**config.mk**
```make
export PLATFORM = sky130hd
export DESIGN_NAME = tsc_top
export DESIGN_NICKNAME = d
export VERILOG_FILES = /design/src/logic/tsc_pkg.sv /design/src/logic/tsc_top.sv
export VERILOG_INCLUDE_DIRS = /design/src /design/src/logic
export SDC_FILE = /design/constraint.sdc
export NUM_CORES = 1
export LEC_CHECK = 0
export ABC_AREA = 1
export BUFFER_PORTS_ARGS = -buffer_cell sky130_fd_sc_hd__buf_4
export CORE_UTILIZATION = 31
export CTS_CLUSTER_SIZE = 24
export DETAILED_ROUTE_END_ITERATION = 7
export SETUP_SLACK_MARGIN = 0.4
export SYNTH_ARGS = -nofsm -noshare
export SYNTH_HDL_FRONTEND = slang
export SYNTH_SLANG_ARGS = --single-unit
```
**constraint.sdc**
```tcl
create_clock -name sys_clk -period 2.5 [get_ports sys_clk]
set_clock_uncertainty 0.15 [all_clocks]
set_input_delay 0.375 -clock sys_clk [delete_from_list [all_inputs] [get_ports sys_clk]]
set_output_delay 0.375 -clock sys_clk [all_outputs]
set_load 0.03 [all_outputs]
```
**src/logic/tsc_defs.svh**
```systemverilog
// Register indices, field positions, reset values and timing counts of the timer
`ifndef TSC_DEFS_SVH
`define TSC_DEFS_SVH
// ****************************************
// Register indices (byte address is index times four)
// ****************************************
`define TSC_IDX_COUNT 10'h322
`define TSC_IDX_PERIOD 10'h323
`define TSC_IDX_CONTROL 10'h324
`define TSC_IDX_HLT 10'h325
`define TSC_IDX_CLKCON 10'h326
`define TSC_IDX_RSTSEL 10'h327
`define TSC_IDX_STATUS 10'h328
// ****************************************
// Field positions
// ****************************************
`define TSC_ON_BIT 7
`define TSC_PRESCALER_SYNC_ENABLE_BIT 7
`define TSC_CPOL_BIT 6
`define TSC_ON_SYNC_ENABLE_BIT 5
// ****************************************
// Reset values
// ****************************************
`define TSC_COUNT_RST 8'h00
`define TSC_PERIOD_RST 8'hff
`define TSC_CONTROL_RST 8'h00
`define TSC_HLT_RST 8'h00
`define TSC_CLKCON_RST 5'h00
`define TSC_RSTSEL_RST 6'h00
// ****************************************
// Source codes and masks
// ****************************************
`define TSC_CS_RSVD 5'h16
`define TSC_RSEL_RSVD 6'h24
`define TSC_CLK_VALID 22'h3ffff9
`define TSC_RST_VALID 36'hfffff9fff
// ****************************************
// Timing counts
// ****************************************
`define TSC_INSTR_LAST 2'h3
`endif

```
**src/logic/tsc_pkg.sv**
```systemverilog
// Types shared by the timer source and synchronisation block
package tsc_pkg;
  typedef enum logic [4:0] {
    TSC_CS_PIN = 5'b00000,
    TSC_CS_INSTR = 5'b00001,
    TSC_CS_SYS = 5'b00010
  } tsc_cs_t;

  typedef struct packed {
    logic psel;
    logic penable;
    logic pwrite;
    logic [11:0] paddr;
    logic [31:0] pwdata;
  } tsc_apb_req_t;

  typedef struct packed {
    logic [31:0] prdata;
    logic pready;
    logic pslverr;
  } tsc_apb_rsp_t;

  typedef struct packed {
    logic [21:0] cs_sync1;
    logic [21:0] cs_sync2;
    logic [35:0] rs_sync1;
    logic [35:0] rs_sync2;
    logic [1:0] div;
    logic instr_tick;
    logic tclk;
    logic tick_pend;
    logic [1:0] on_sh;
    logic run;
    logic [7:0] count;
    logic [7:0] period;
    logic [7:0] control;
    logic [7:0] hlt;
    logic [4:0] clkcon;
    logic [5:0] rstsel;
    logic xrst;
    logic match;
    tsc_apb_rsp_t rsp;
  } tsc_state_t;
endpackage

```
**src/logic/tsc_top.sv**
```systemverilog
// Timer clock/reset source selection, enable synchronisation and 8-bit period counter
//
// Summary of operation
// Sync bit routes enable through timer-clock synchroniser
// Synchronised enable switches without glitches
// Synchronised start waits two timer clock edges
// Prescaler sync keeps count reads coherent
// Prescaler sync stops counting during sleep
// Software changes polarity only while off
// Enable starts counting, clearing it stops
// Stopping freezes the count unchanged
// Count equal to period clears next tick
// Five-bit mode field accepts every code
// Clock codes 0-7 select pin, clocks, oscillators
// Clock codes 8-21 select peripherals, rest reserved
// Reset codes 4-12 and 15-35 select peripherals, rest reserved
// Reset code 0 pin, 1-3 sibling postscalers
// Prescaler sync aligns ticks to instruction clock
// Reserved source codes stay inactive
//
// The APB interface to the registers was chosen for this implementation.
`include "tsc_defs.svh"

module tsc_top #(
  parameter int OWN_SLOT = 1
) (
  // Clock and reset
  input wire logic sys_clk,
  input wire logic reset,
  // APB slave
  input wire tsc_pkg::tsc_apb_req_t apb_req,
  output tsc_pkg::tsc_apb_rsp_t apb_rsp,
  // Sources indexed by selection code, and sleep input
  input wire logic [21:0] clk_src,
  input wire logic [35:0] rst_src,
  input wire logic sleep_mode,
  // Timer outputs
  output logic period_match,
  output logic timer_run,
  output logic ext_reset
);
  import tsc_pkg::*;

  tsc_state_t st;
  tsc_state_t next_st;
  logic [31:0] cs_all;
  logic [63:0] rs_all;
  logic [35:0] rst_valid;
  logic src_tick;
  logic cnt_tick;
  logic lvl;
  logic access;
  logic hit;
  logic wr_en;
  logic [9:0] idx;
  logic [7:0] rd_val;
  logic prescaler_sync_enable;
  logic on_sync_enable;

  // ****************************************
  // Source masks
  // ****************************************
  always_comb begin
    rst_valid = `TSC_RST_VALID;
    rst_valid[OWN_SLOT] = 1'b0;
  end

  assign prescaler_sync_enable = st.hlt[`TSC_PRESCALER_SYNC_ENABLE_BIT];
  assign on_sync_enable = st.hlt[`TSC_ON_SYNC_ENABLE_BIT];
  assign cs_all = {10'h000, st.cs_sync2 & `TSC_CLK_VALID};
  assign rs_all = {28'h0000000, st.rs_sync2 & rst_valid};
  assign access = apb_req.psel & apb_req.penable;
  assign idx = apb_req.paddr[11:2];
  assign hit = (idx >= `TSC_IDX_COUNT) && (idx <= `TSC_IDX_STATUS);
  assign wr_en = access & st.rsp.pready & apb_req.pwrite & ~st.rsp.pslverr;

  // ****************************************
  // Register read mux
  // ****************************************
  always_comb begin
    case (idx)
      `TSC_IDX_COUNT: rd_val = st.count;
      `TSC_IDX_PERIOD: rd_val = st.period;
      `TSC_IDX_CONTROL: rd_val = st.control;
      `TSC_IDX_HLT: rd_val = st.hlt;
      `TSC_IDX_CLKCON: rd_val = {3'h0, st.clkcon};
      `TSC_IDX_RSTSEL: rd_val = {2'h0, st.rstsel};
      `TSC_IDX_STATUS: rd_val = {5'h00, st.xrst, st.tclk, st.run};
      default: rd_val = 8'h00;
    endcase
  end

  // ****************************************
  // Next state
  // ****************************************
  always_comb begin
    next_st = st;
    next_st.cs_sync1 = clk_src;
    next_st.cs_sync2 = st.cs_sync1;
    next_st.rs_sync1 = rst_src;
    next_st.rs_sync2 = st.rs_sync1;
    next_st.div = st.div + 2'h1;
    next_st.instr_tick = (st.div == `TSC_INSTR_LAST);
    lvl = 1'b0;
    // Timer clock selection
    case (st.clkcon)
      TSC_CS_INSTR: src_tick = st.instr_tick;
      TSC_CS_SYS: src_tick = 1'b1;
      default: begin
        if (st.clkcon < `TSC_CS_RSVD) begin
          lvl = cs_all[st.clkcon] ^ st.hlt[`TSC_CPOL_BIT];
        end
        src_tick = lvl & ~st.tclk;
      end
    endcase
    next_st.tclk = lvl;
    // Enable synchroniser on timer clock edges
    if (src_tick) begin
      next_st.on_sh = {st.on_sh[0], st.control[`TSC_ON_BIT]};
    end
    next_st.run = on_sync_enable ? st.on_sh[1] : st.control[`TSC_ON_BIT];
    // Prescaler sync to instruction clock
    if (prescaler_sync_enable) begin
      cnt_tick = (st.tick_pend | src_tick) & st.instr_tick & ~sleep_mode;
    end else begin
      cnt_tick = src_tick;
    end
    next_st.tick_pend = prescaler_sync_enable & (st.tick_pend | src_tick) & ~cnt_tick;
    // Counter
    next_st.match = 1'b0;
    if (st.run && cnt_tick) begin
      if (st.count == st.period) begin
        next_st.count = 8'h00;
        next_st.match = 1'b1;
      end else begin
        next_st.count = st.count + 8'h01;
      end
    end
    // External reset selection
    next_st.xrst = (st.rstsel < `TSC_RSEL_RSVD) ? rs_all[st.rstsel] : 1'b0;
    // APB slave, one wait state
    if (access && !st.rsp.pready) begin
      next_st.rsp.pready = 1'b1;
      next_st.rsp.pslverr = ~hit;
      next_st.rsp.prdata = {24'h000000, rd_val};
    end else begin
      next_st.rsp.pready = 1'b0;
      next_st.rsp.pslverr = 1'b0;
    end
    if (wr_en) begin
      case (idx)
        `TSC_IDX_COUNT: next_st.count = apb_req.pwdata[7:0];
        `TSC_IDX_PERIOD: next_st.period = apb_req.pwdata[7:0];
        `TSC_IDX_CONTROL: next_st.control = apb_req.pwdata[7:0];
        `TSC_IDX_HLT: next_st.hlt = apb_req.pwdata[7:0];
        `TSC_IDX_CLKCON: next_st.clkcon = apb_req.pwdata[4:0];
        `TSC_IDX_RSTSEL: next_st.rstsel = apb_req.pwdata[5:0];
        default: next_st.count = next_st.count;
      endcase
    end
  end

  // ****************************************
  // State register
  // ****************************************
  always_ff @(posedge sys_clk) begin
    if (reset) begin
      st <= '0;
      st.period <= `TSC_PERIOD_RST;
      st.count <= `TSC_COUNT_RST;
      st.control <= `TSC_CONTROL_RST;
      st.hlt <= `TSC_HLT_RST;
      st.clkcon <= `TSC_CLKCON_RST;
      st.rstsel <= `TSC_RSTSEL_RST;
    end else begin
      st <= next_st;
    end
  end

  assign apb_rsp = st.rsp;
  assign period_match = st.match;
  assign timer_run = st.run;
  assign ext_reset = st.xrst;

  // ****************************************
  // Assertions
  // ****************************************
  logic wr_count;
  assign wr_count = wr_en && (idx == `TSC_IDX_COUNT);

  property p_sync_delay;
    @(posedge sys_clk) disable iff (reset)
    (on_sync_enable && $rose(st.control[`TSC_ON_BIT]) && !st.run && st.on_sh == 2'b00)
      |-> !st.run [*2];
  endproperty
  a_sync_delay: assert property (p_sync_delay)
    else $error("Synchronised start came before two timer clock edges");

  property p_sync_path;
    @(posedge sys_clk) disable iff (reset)
    on_sync_enable |=> (st.run == $past(st.on_sh[1]));
  endproperty
  a_sync_path: assert property (p_sync_path)
    else $error("Run did not follow the synchronised enable");

  property p_direct_stop;
    @(posedge sys_clk) disable iff (reset)
    (!on_sync_enable && $fell(st.control[`TSC_ON_BIT]))
      |=> !st.run ##1 ($stable(st.count) || $past(wr_count));
  endproperty
  a_direct_stop: assert property (p_direct_stop)
    else $error("Unsynchronised stop did not take effect at once");

  property p_freeze;
    @(posedge sys_clk) disable iff (reset)
    (!st.run && !wr_count) |=> $stable(st.count);
  endproperty
  a_freeze: assert property (p_freeze)
    else $error("Count moved while stopped");

  property p_wrap;
    @(posedge sys_clk) disable iff (reset)
    (st.run && cnt_tick && st.count == st.period && !wr_count)
      |=> (st.count == 8'h00) && st.match;
  endproperty
  a_wrap: assert property (p_wrap)
    else $error("Count did not clear after period match");

  property p_sleep;
    @(posedge sys_clk) disable iff (reset)
    (prescaler_sync_enable && sleep_mode && !wr_count) |=> $stable(st.count);
  endproperty
  a_sleep: assert property (p_sleep)
    else $error("Count moved in sleep with prescaler sync");

  property p_prescaler_sync_enable_align;
    @(posedge sys_clk) disable iff (reset)
    (prescaler_sync_enable && !st.instr_tick && !wr_count) |=> $stable(st.count);
  endproperty
  a_prescaler_sync_enable_align: assert property (p_prescaler_sync_enable_align)
    else $error("Count moved off the instruction clock");

  property p_rsvd_clk;
    @(posedge sys_clk) disable iff (reset)
    (st.clkcon >= `TSC_CS_RSVD) [*2] |-> !st.tclk;
  endproperty
  a_rsvd_clk: assert property (p_rsvd_clk)
    else $error("Reserved clock code drove the timer clock");

  property p_rsvd_rst;
    @(posedge sys_clk) disable iff (reset)
    ((st.rstsel >= `TSC_RSEL_RSVD) || (st.rstsel == 6'(OWN_SLOT))) |=> !st.xrst;
  endproperty
  a_rsvd_rst: assert property (p_rsvd_rst)
    else $error("Reserved reset code drove the external reset");

  property p_mode_write;
    @(posedge sys_clk) disable iff (reset)
    (wr_en && idx == `TSC_IDX_HLT) |=> (st.hlt[4:0] == $past(apb_req.pwdata[4:0]));
  endproperty
  a_mode_write: assert property (p_mode_write)
    else $error("Mode field did not take the written code");

  property p_read_data;
    @(posedge sys_clk) disable iff (reset)
    (access && !st.rsp.pready && !apb_req.pwrite && idx == `TSC_IDX_COUNT)
      |=> (st.rsp.prdata == {24'h000000, $past(st.count)});
  endproperty
  a_read_data: assert property (p_read_data)
    else $error("Count read did not return the registered count");

  property p_direct_start;
    @(posedge sys_clk) disable iff (reset)
    (!on_sync_enable && $rose(st.control[`TSC_ON_BIT])) |=> st.run;
  endproperty
  a_direct_start: assert property (p_direct_start)
    else $error("Unsynchronised start did not take effect");

  property p_run_off;
    @(posedge sys_clk) disable iff (reset)
    (!on_sync_enable && !st.control[`TSC_ON_BIT]) |=> !st.run;
  endproperty
  a_run_off: assert property (p_run_off)
    else $error("Run stayed high with enable clear");

  property p_sync_stop;
    @(posedge sys_clk) disable iff (reset)
    (on_sync_enable && st.on_sh == 2'b00) |=> !st.run;
  endproperty
  a_sync_stop: assert property (p_sync_stop)
    else $error("Run rose without a synchronised enable");

  property p_sync_hold;
    @(posedge sys_clk) disable iff (reset)
    !src_tick |=> $stable(st.on_sh);
  endproperty
  a_sync_hold: assert property (p_sync_hold)
    else $error("Enable synchroniser moved without a timer clock edge");

  property p_sys_tick;
    @(posedge sys_clk) disable iff (reset)
    (st.clkcon == 5'h02 && !prescaler_sync_enable && st.run && !wr_count && st.count != st.period)
      |=> (st.count == $past(st.count) + 8'h01);
  endproperty
  a_sys_tick: assert property (p_sys_tick)
    else $error("System clock source did not count every cycle");

  property p_instr_tick;
    @(posedge sys_clk) disable iff (reset)
    (st.clkcon == 5'h01) |-> (src_tick == st.instr_tick);
  endproperty
  a_instr_tick: assert property (p_instr_tick)
    else $error("Instruction clock source ticked off its slot");

  property p_no_match;
    @(posedge sys_clk) disable iff (reset)
    (st.run && cnt_tick && st.count != st.period) |=> !st.match;
  endproperty
  a_no_match: assert property (p_no_match)
    else $error("Match pulse without period match");

  property p_rsvd_tick;
    @(posedge sys_clk) disable iff (reset)
    (st.clkcon >= `TSC_CS_RSVD) |-> !src_tick;
  endproperty
  a_rsvd_tick: assert property (p_rsvd_tick)
    else $error("Reserved clock code produced a tick");

  property p_xrst_ccp;
    @(posedge sys_clk) disable iff (reset)
    (st.rstsel == 6'h04) |=> (st.xrst == $past(st.rs_sync2[4]));
  endproperty
  a_xrst_ccp: assert property (p_xrst_ccp)
    else $error("Reset code 4 did not follow its source");

  property p_xrst_pin;
    @(posedge sys_clk) disable iff (reset)
    (st.rstsel == 6'h00) |=> (st.xrst == $past(st.rs_sync2[0]));
  endproperty
  a_xrst_pin: assert property (p_xrst_pin)
    else $error("Reset code 0 did not follow the pin");

  property p_rsel_gap;
    @(posedge sys_clk) disable iff (reset)
    (st.rstsel == 6'h0d || st.rstsel == 6'h0e) |=> !st.xrst;
  endproperty
  a_rsel_gap: assert property (p_rsel_gap)
    else $error("Reserved reset gap drove the external reset");
endmodule

```
# Word level (Yosys, flattened, before mapping)
# Cells that the tools add are included.
# word_totals
out_inout_bits,37
ff_bits,179
# op_classes
n_mux,21
n_lt_le_gt_ge,6
n_eq_ne,11
n_bitwise,19
n_addsub,2
n_reduce_logical,14
# ops
operator,count
$eq A10 B10 Y1 const B,7
$pmux W8 S7,1
$mux W8,6
$mux W43,1
$ge A10 B10 Y1 const B,1
$le A10 B10 Y1 const B,1
$reduce_and A2 Y1,5
$and A1 B1 Y1,9
$add A8 B1 Y8 const B,1
$eq A8 B8 Y1,1
$not A1 Y1,8
$reduce_or A2 Y1,4
$lt A6 B7 Y1 const B,1
$mux W1,7
$bmux W1 S6,1
$lt A5 B6 Y1 const B,1
$lt A6 B6 Y1 const B,1
$mux W6,1
$bmux W1 S5,1
$eq A5 B1 Y1 const B,1
$eq A5 B2 Y1 const B,1
$lt A5 B5 Y1 const B,1
$mux W5,1
$logic_and A1 B1 Y1,3
8 further kinds,8

# Longest topological paths before layout
# Gate-level depths: netlist of the first run.
# depth
depth_word,15
mapped_depth,20

# Worst setup path before layout of the first run
# Ideal clock, no wire load.
# synth_path
path_kind,register -> register
start,register st[42] (netlist bit)
end,register st[71] (netlist bit)
path_stages_with_launch,19
n_path_buf,2
setup_time_ns,0.109
arrival_time_ns,1.662
required_ns,2.241
path_slack_ns,0.579
cell_sequence,dfxtp_1 -> buf_4 -> nor2_2 -> nor2_2 -> o21ai_2 -> nand2_1 -> nand2_1 -> nand2_1 -> nand2_2 -> nand3_2 -> nand4_4 -> nand3_2 -> nand2_2 -> nand2_4 -> buf_6 -> nand3_1 -> nand3_1 -> nand2_1 -> inv_1
# synth_via
elab_chain_len,15
# synth_rtl
element,line,rtl
"start, declared",tsc_top.sv:44,tsc_state_t st;
"start signal, assigned",tsc_top.sv:176,st <= next_st;
$bmux W1 S5,tsc_top.sv:111,lvl = cs_all[st.clkcon] ^ st.hlt[`TSC_CPOL_BIT];
$mux W1 (not written as such),tsc_top.sv:111,
$xor A1 B1 Y1,tsc_top.sv:111,
$mux W1,tsc_top.sv:110,if (st.clkcon < `TSC_CS_RSVD) begin
$mux W1,tsc_top.sv:106,case (st.clkcon)
$and A1 B1 Y1,tsc_top.sv:113,src_tick = lvl & ~st.tclk;
$pmux W1 S2 (*),tsc_top.sv:106,
$or A1 B1 Y1,tsc_top.sv:124,cnt_tick = (st.tick_pend | src_tick) & st.instr_tick & ~sleep_mode;
$and A1 B1 Y1 (2 in a row),tsc_top.sv:124,
$mux W1 (*),tsc_top.sv:123,if (prescaler_sync_enable) begin
$logic_and A1 B1 Y1 (*),tsc_top.sv:131,if (st.run && cnt_tick) begin
$mux W8 (*),tsc_top.sv:131,
$mux W8,tsc_top.sv:151,case (idx)
$mux W43 (*),tsc_top.sv:150,if (wr_en) begin
# Mark *: on every way between the ends. The rest lies on a longest branch, timed or not. The select of a mux whose other input is x is not followed.
# A chain may end at the register's enable or synchronous reset.

# Final worst setup path of the first run
# layout_path
start,register st[43] (netlist bit)
end,register st[74] (netlist bit)
# The elaborated chain is that of the path after synthesis.

==> impl_metrics.toml, run 1 <==
[global_routing]
grt_max_degree = 91
grt-ovfl-total = 0
track_usage = 0.146
antenna_found_initial = 0
grt_pass1_vias = 5577
grt_first_pass_wirelength_mm = 27.0

[setup_path]
ff2ff_setup_slack_ps = 360
reg2reg_to = "st[74]"
crit_arrival_ps = 2360
worstPathMaxFanout = 8
reg2reg_from = "st[43]"
reg2reg_depth = 17
critPathCaptureType = "flop"
worstPathRequired_ps = 2720
worst-setup-path-type = "reg -> reg"
cp-start-kind = "flop"

[cts]
cts.sinks = 169
numCtsBuffers = 17
clk_pin_slew_ps = 70
root_buffer = "clkbuf_16"
clk_path_buf_depth = 2
clock_latency_ps = 430
cts_htree_levels = 4
cts_tree = "done"

[route]
vias = 5874
wl_mm = 16.0
wl_per_cell_um = 11.8
firstDrtPassIters = 7
viasPerCell = 4.34
drt_iter0_markers = 370
detail-route-antenna-nets = 0
drc = 4

[sta]
post-route-period-util = 0.857
period_minus_slack_ps = 2140
slew_viol_final = 0
slew_headroom = 0.630
worst_pin_slew_ps = 547
hold_viol_final = 0
max_freq_mhz = 467
setup_viol = 0
rsz0062_at_grt = "true"
tns_ps = 0
fin_ws_ps = 357

[pwr]
switchingPower_mw = 1.44
pwr-share-clk = 0.452
leakagePower_nw = 4.11
power.internal_mw = 4.39
vdd_drop_max_uv = 400
seqPwrFrac = 0.480
p_per_area_nw_per_um2 = 650
swShare = 0.247
comb_power_share = 0.068

[worst_hold_path]
min_path_cells = 3
worstHoldStart = "rst_src[21]"
min_path_type = "in -> reg"
min_to = "next_st[108]"

[finish]
nets = 1171
n_antenna_cell = 0
fin_cells = 1354
drive_above_1_share = 0.170
syn_to_final_growth_pct = 28.6

[synth]
synth_edf_count = 0
netlist_area_sq_um = 6970
ys_seq_area_frac = 0.486
synth_seq_cells = 169
yosysWarnings = 0
syn_avg_cell_area_sq_um = 7.48
synth_most_common_cell = "nor2_1"
synth_cell_types = 43
async_flop_share = 0
ys_top_cells_by_area = "dfxtp_1 (49%), nor2_1 (10%), inv_1 (10%)"
postSynthCellCount = 931
netlist.area_leader.share = 0.486
synth.top_cells.by_count = "nor2_1 (189), inv_1 (185), dfxtp_1 (169)"
yosysTopAreaCell = "dfxtp_1"
yosys_most_used_dff = "dfxtp_1"

[status]
status = "finished, violations left"
failed_checks = "DRC"

[place]
detailedPlace.worstSlack_ps = 246
place.port_buffers = 89
place_inst = 1274
hpwlAfterDp_mm = 11.2
gp_congestion = 0.872

[run]
cap_violations = 0

[die]
rows = 54
initial_core_util = 0.317
die_x_um = 152
fp.coreArea_sq_um = 22000
fp.dieH_um = 152
ios = 145
die_area_sq_um = 23100
worst max-delay path by stage:
stage | cells past startpoint | startpoint | end | slack, ps
after floorplan | 18 | st[42] | st[71] | 580
after global placement | 19 | st[43] | st[71] | 280
after detailed placement | 10 | apb_req[39] | apb_rsp[5] | 250
after CTS | 19 | st[43] | st[78] | 380
after global routing | 19 | st[43] | st[74] | 170
final | 17 | st[43] | st[74] | 360
power groups by stage:
stage                     Clock (mW)  Combinational, mW  Sequential [mW]
after floorplan                    0              0.231             2.86
after global placement             0              0.345             2.86
after detailed placement           0              0.346             2.86
after CTS                       2.70              0.397             2.80
after global routing            2.82              0.443             2.81
final                           2.63              0.396             2.80
sequential cells by signal, summed over array words and instances (netlist names):
signal	count
next_st	53
st	48
rs_all	33
cs_all	20
apb_rsp	10
ext_reset	1
on_sync_enable	1
period_match	1
prescaler_sync_enable	1
timer_run	1
metrics by stage:
step | total power [mW] | hold slack, ps | instance area, sq um | utilization
after floorplan | 3.09 | 238 | 7050 | -
after global placement | 3.21 | 242 | 7810 | 0.356
after detailed placement | 3.21 | 243 | 7810 | 0.356
after CTS | 5.90 | 0.729 | 8890 | 0.405
after global routing | 6.06 | 2.90 | 8960 | 0.408
final | 5.83 | 7.17 | 8960 | 0.408
layer usage:
layer | vias up | global-route usage | wire length [um]
met5 | - | 0 | 0
met4 | 0 | 0.0627 | 388
met3 | 27 | 0.0359 | 733
met2 | 135 | 0.242 | 7530
met1 | 2612 | 0.179 | 7350
li1 | 3100 | - | -
cell families (layout without fill, tap and decap cells):
kind of cell	count (synthesis)	in the layout	share of synthesized area
buffers and inverters	258	377	0.164
adder cells (fa/ha/maj)	2	2	0.00359
other	1	24	0.000538
AO/OA/AOI/OAI	145	145	0.127
AND/OR/NAND/NOR	353	354	0.216
XOR/XNOR	3	3	0.00377
flip-flops	169	169	0.486
timing repair:
item,CTS,global route
hold buffers,40,0
pin swaps,0,7
resized for setup,9,12
endpoints found under the setup margin,9,9
gates cloned,1,1
endpoints found under the hold margin,40,0
buffers inserted,4,2
critical path, stage by stage (launching register included):
cell and delay (ps):
dfxtp_2 330, buf_6 130, nor2_4 100, buf_4 120, o21a_1 120, o21ai_2 50, nand2_1 80, nand2_2 70
nand2_2 70, nand2_2 70, nand4_4 110, nand3_4 90, nand2_4 110, nand2_8 80, buf_4 150, a21oi_2 100
nor2_1 50, nor2_1 90
cell usage in the layout, fill, tap and decap left out, types with 5 or more instances in the layout:
master / netlist / routed
a211oi_1: 17 / 17
a21oi_1: 34 / 34
a21oi_2: 6 / 6
buf_4: 35 / 109
clkbuf_16: 0 / 18
conb_1: 1 / 24
dfxtp_1: 169 / 166
dlygate4sd3_1: 0 / 40
inv_1: 185 / 185
inv_6: 0 / 6
inv_8: 0 / 5
nand2_1: 89 / 87
nand2_2: 6 / 7
nand3_1: 34 / 32
nand3_2: 4 / 5
nand4_1: 8 / 8
nor2_1: 189 / 188
nor3_1: 10 / 10
o211ai_1: 9 / 9
o21ai_0: 44 / 44
o22ai_1: 20 / 20
o41ai_1: 5 / 5
cell type report:
cell class | instances | area (sq um)
clock buffers | 18 | 429
clock inverters | 14 | 170
fillers | 2197 | 13000
inverters | 191 | 727
multi-input cells | 528 | 2580
flip-flops and latches | 169 | 3390
well taps | 280 | 350
repair buffers | 154 | 1310
(Power assumes the default switching activity.)
==> inputs of run 2 (changes only) <==
Settings changed: CELL_PAD_IN_SITES_DETAIL_PLACEMENT set to 0, CELL_PAD_IN_SITES_GLOBAL_PLACEMENT set to 2, CTS_CLUSTER_SIZE 24 to unset, PLACE_DENSITY_LB_ADDON set to 0.1.
==> run 2 against run 1 <==
Combinational power is 1% higher. Utilization is 0.51 points higher. Highest routed layer unchanged. Largest cell class unchanged. The flow still finishes with violations (DRC). Fmax is 2.6% lower. Routed wire length is 12% higher. Register-to-register slack worse by 60 ps. Final area is 1.2% higher.
==> impl_metrics.toml, run 2 (synthesized netlist as in run 1, its figures left out) <==
[setup_path]
reg2reg_depth = 18
cp-start-kind = "flop"
worstPathRequired_ps = 2660
cpMaxStageDelayCell = "dfxtp_4"
reg2reg_from = "st[42]"
ff2ff_setup_slack_ps = 300
critPathCaptureType = "flop"
cpMostUsedCell = "nand2_2"
worst-setup-path-type = "reg -> reg"
worstPathMaxFanout = 7
crit_chain = "clkbuf_16 > nor2_2 > nor2_1 > o21ai_1 > nand2_1 > nand2_2 > nand2_2 > nand2_2 > nand3_2 > nand4_4 > nand3_2 > nand2_2 > nand2_4 > clkbuf_16 > nand3_2 > nand2_1 > nor2_1 > nor2_1"
max_stage_delay_ps = 390
crit_arrival_ps = 2360
reg2reg_to = "st[72]"

[pwr]
p_per_area_nw_per_um2 = 634
leakagePower_nw = 4.17
finalPower_mw = 5.76
vdd_drop_max_uv = 411

[sta]
slew_viol_final = 0
period_minus_slack_ps = 2200
hold_viol_final = 0
setup_viol = 0
worst_pin_slew_ps = 553
slew_headroom = 0.631
rsz0062_at_grt = "true"
post-route-period-util = 0.880
max_freq_mhz = 454
tns_ps = 0

[status]
failed_checks = "DRC"
status = "finished, violations left"

[place]
place_inst = 1275
hpwlAfterDp_mm = 12.3
gp_congestion = 0.811
place.port_buffers = 89

[finish]
n_antenna_cell = 0
fin_cells = 1365
nets = 1182
largest_reg_flops = 53
syn_to_final_growth_pct = 30.2
layout_commonest_cell = "nor2_1"
drive_above_1_share = 0.183
layout_common_cells = "nor2_1 (188), inv_1 (185), dfxtp_1 (166)"
fillers = 2310

[route]
drc = 5
viasPerCell = 4.29
firstDrtPassIters = 6
detail-route-antenna-nets = 0
vias = 5856
wl_per_cell_um = 13.2
drt_iter0_markers = 248
wl_mm = 18.0

[global_routing]
antenna_found_initial = 0
grt_first_pass_wirelength_mm = 28.8
grt_max_degree = 94
track_usage = 0.159
grt-ovfl-total = 0
grt_pass1_vias = 5577

[die]
fp.coreArea_sq_um = 22000
die_x_um = 152
fp.dieH_um = 152
die_area_sq_um = 23100
initial_core_util = 0.317
ios = 145
rows = 54

[cts]
clk_pin_slew_ps = 70
cts.sinks = 169
root_buffer = "clkbuf_16"
clk_path_buf_depth = 2
clock_latency_ps = 420
cts_htree_levels = 4
numCtsBuffers = 17
cts_tree = "done"

[worst_hold_path]
min_to = "next_st[180]"
min_path_type = "in -> reg"
min_path_cells = 3
worstHoldStart = "clk_src[21]"

[run]
cap_violations = 0
-- run 2: worst max-delay path: cells and delay by family, from the launching register on --
family / cells / cell delay [ps]
compound gates: 1 / 70
flops: 1 / 390
buf+inv: 2 / 350
simple gates: 15 / 1180
-- run 2: through the flow --
stage	cell area (sq um)	setup WS (ps)	hold slack, ps	util
2_1_floorplan	7050	579	238	-
3_3_place_gp	7830	185	243	0.356
3_5_place_dp	7830	157	243	0.356
4_1_cts	8900	378	0.526	0.406
5_1_grt	9070	154	10.6	0.413
6_report	9070	299	10.8	0.413
-- run 2: area by class of cell --
cell class              count  area (sq um)  area share
multi-input cells         527          2570       0.283
inverters                 191           734      0.0809
clock inverters            14           154      0.0170
flip-flops and latches    169          3390       0.374
repair buffers            166          1440       0.159
well taps                 280           350      0.0386
clock buffers              18           429      0.0473
-- run 2: where the power goes --
part           leakage (nW)  switching [mW]  internal [mW]
clock network         0.276            1.22           1.34
logic                  2.50           0.221          0.180
registers              1.39          0.0232           2.78
total                  4.17            1.46           4.29
-- run 2: repair_timing --
item | CTS | global route
hold buffers | 40 | 0
hold endpoints to repair | 40 | 0
buffers inserted | 10 | 5
endpoints found under the setup margin | 10 | 10
cloned | 0 | 3
gates resized for setup | 8 | 16
pin swaps | 0 | 3
-- run 2: metal layers --
layer	up-vias	wire length (um)	track usage
met1	2630	8910	0.215
met4	0	157	0.0476
li1	3114	-	-
met5	-	0	0
met2	102	8330	0.256
met3	10	551	0.0314
-- run 2: how the worst max path moves through the flow --
stage | start | end | cells after the start
final | st[42] | st[72] | 18
after global routing | st[42] | st[78] | 19
after global placement | st[43] | st[76] | 18
after detailed placement | st[43] | st[76] | 18
after CTS | st[42] | st[75] | 19
after floorplan | st[42] | st[71] | 18
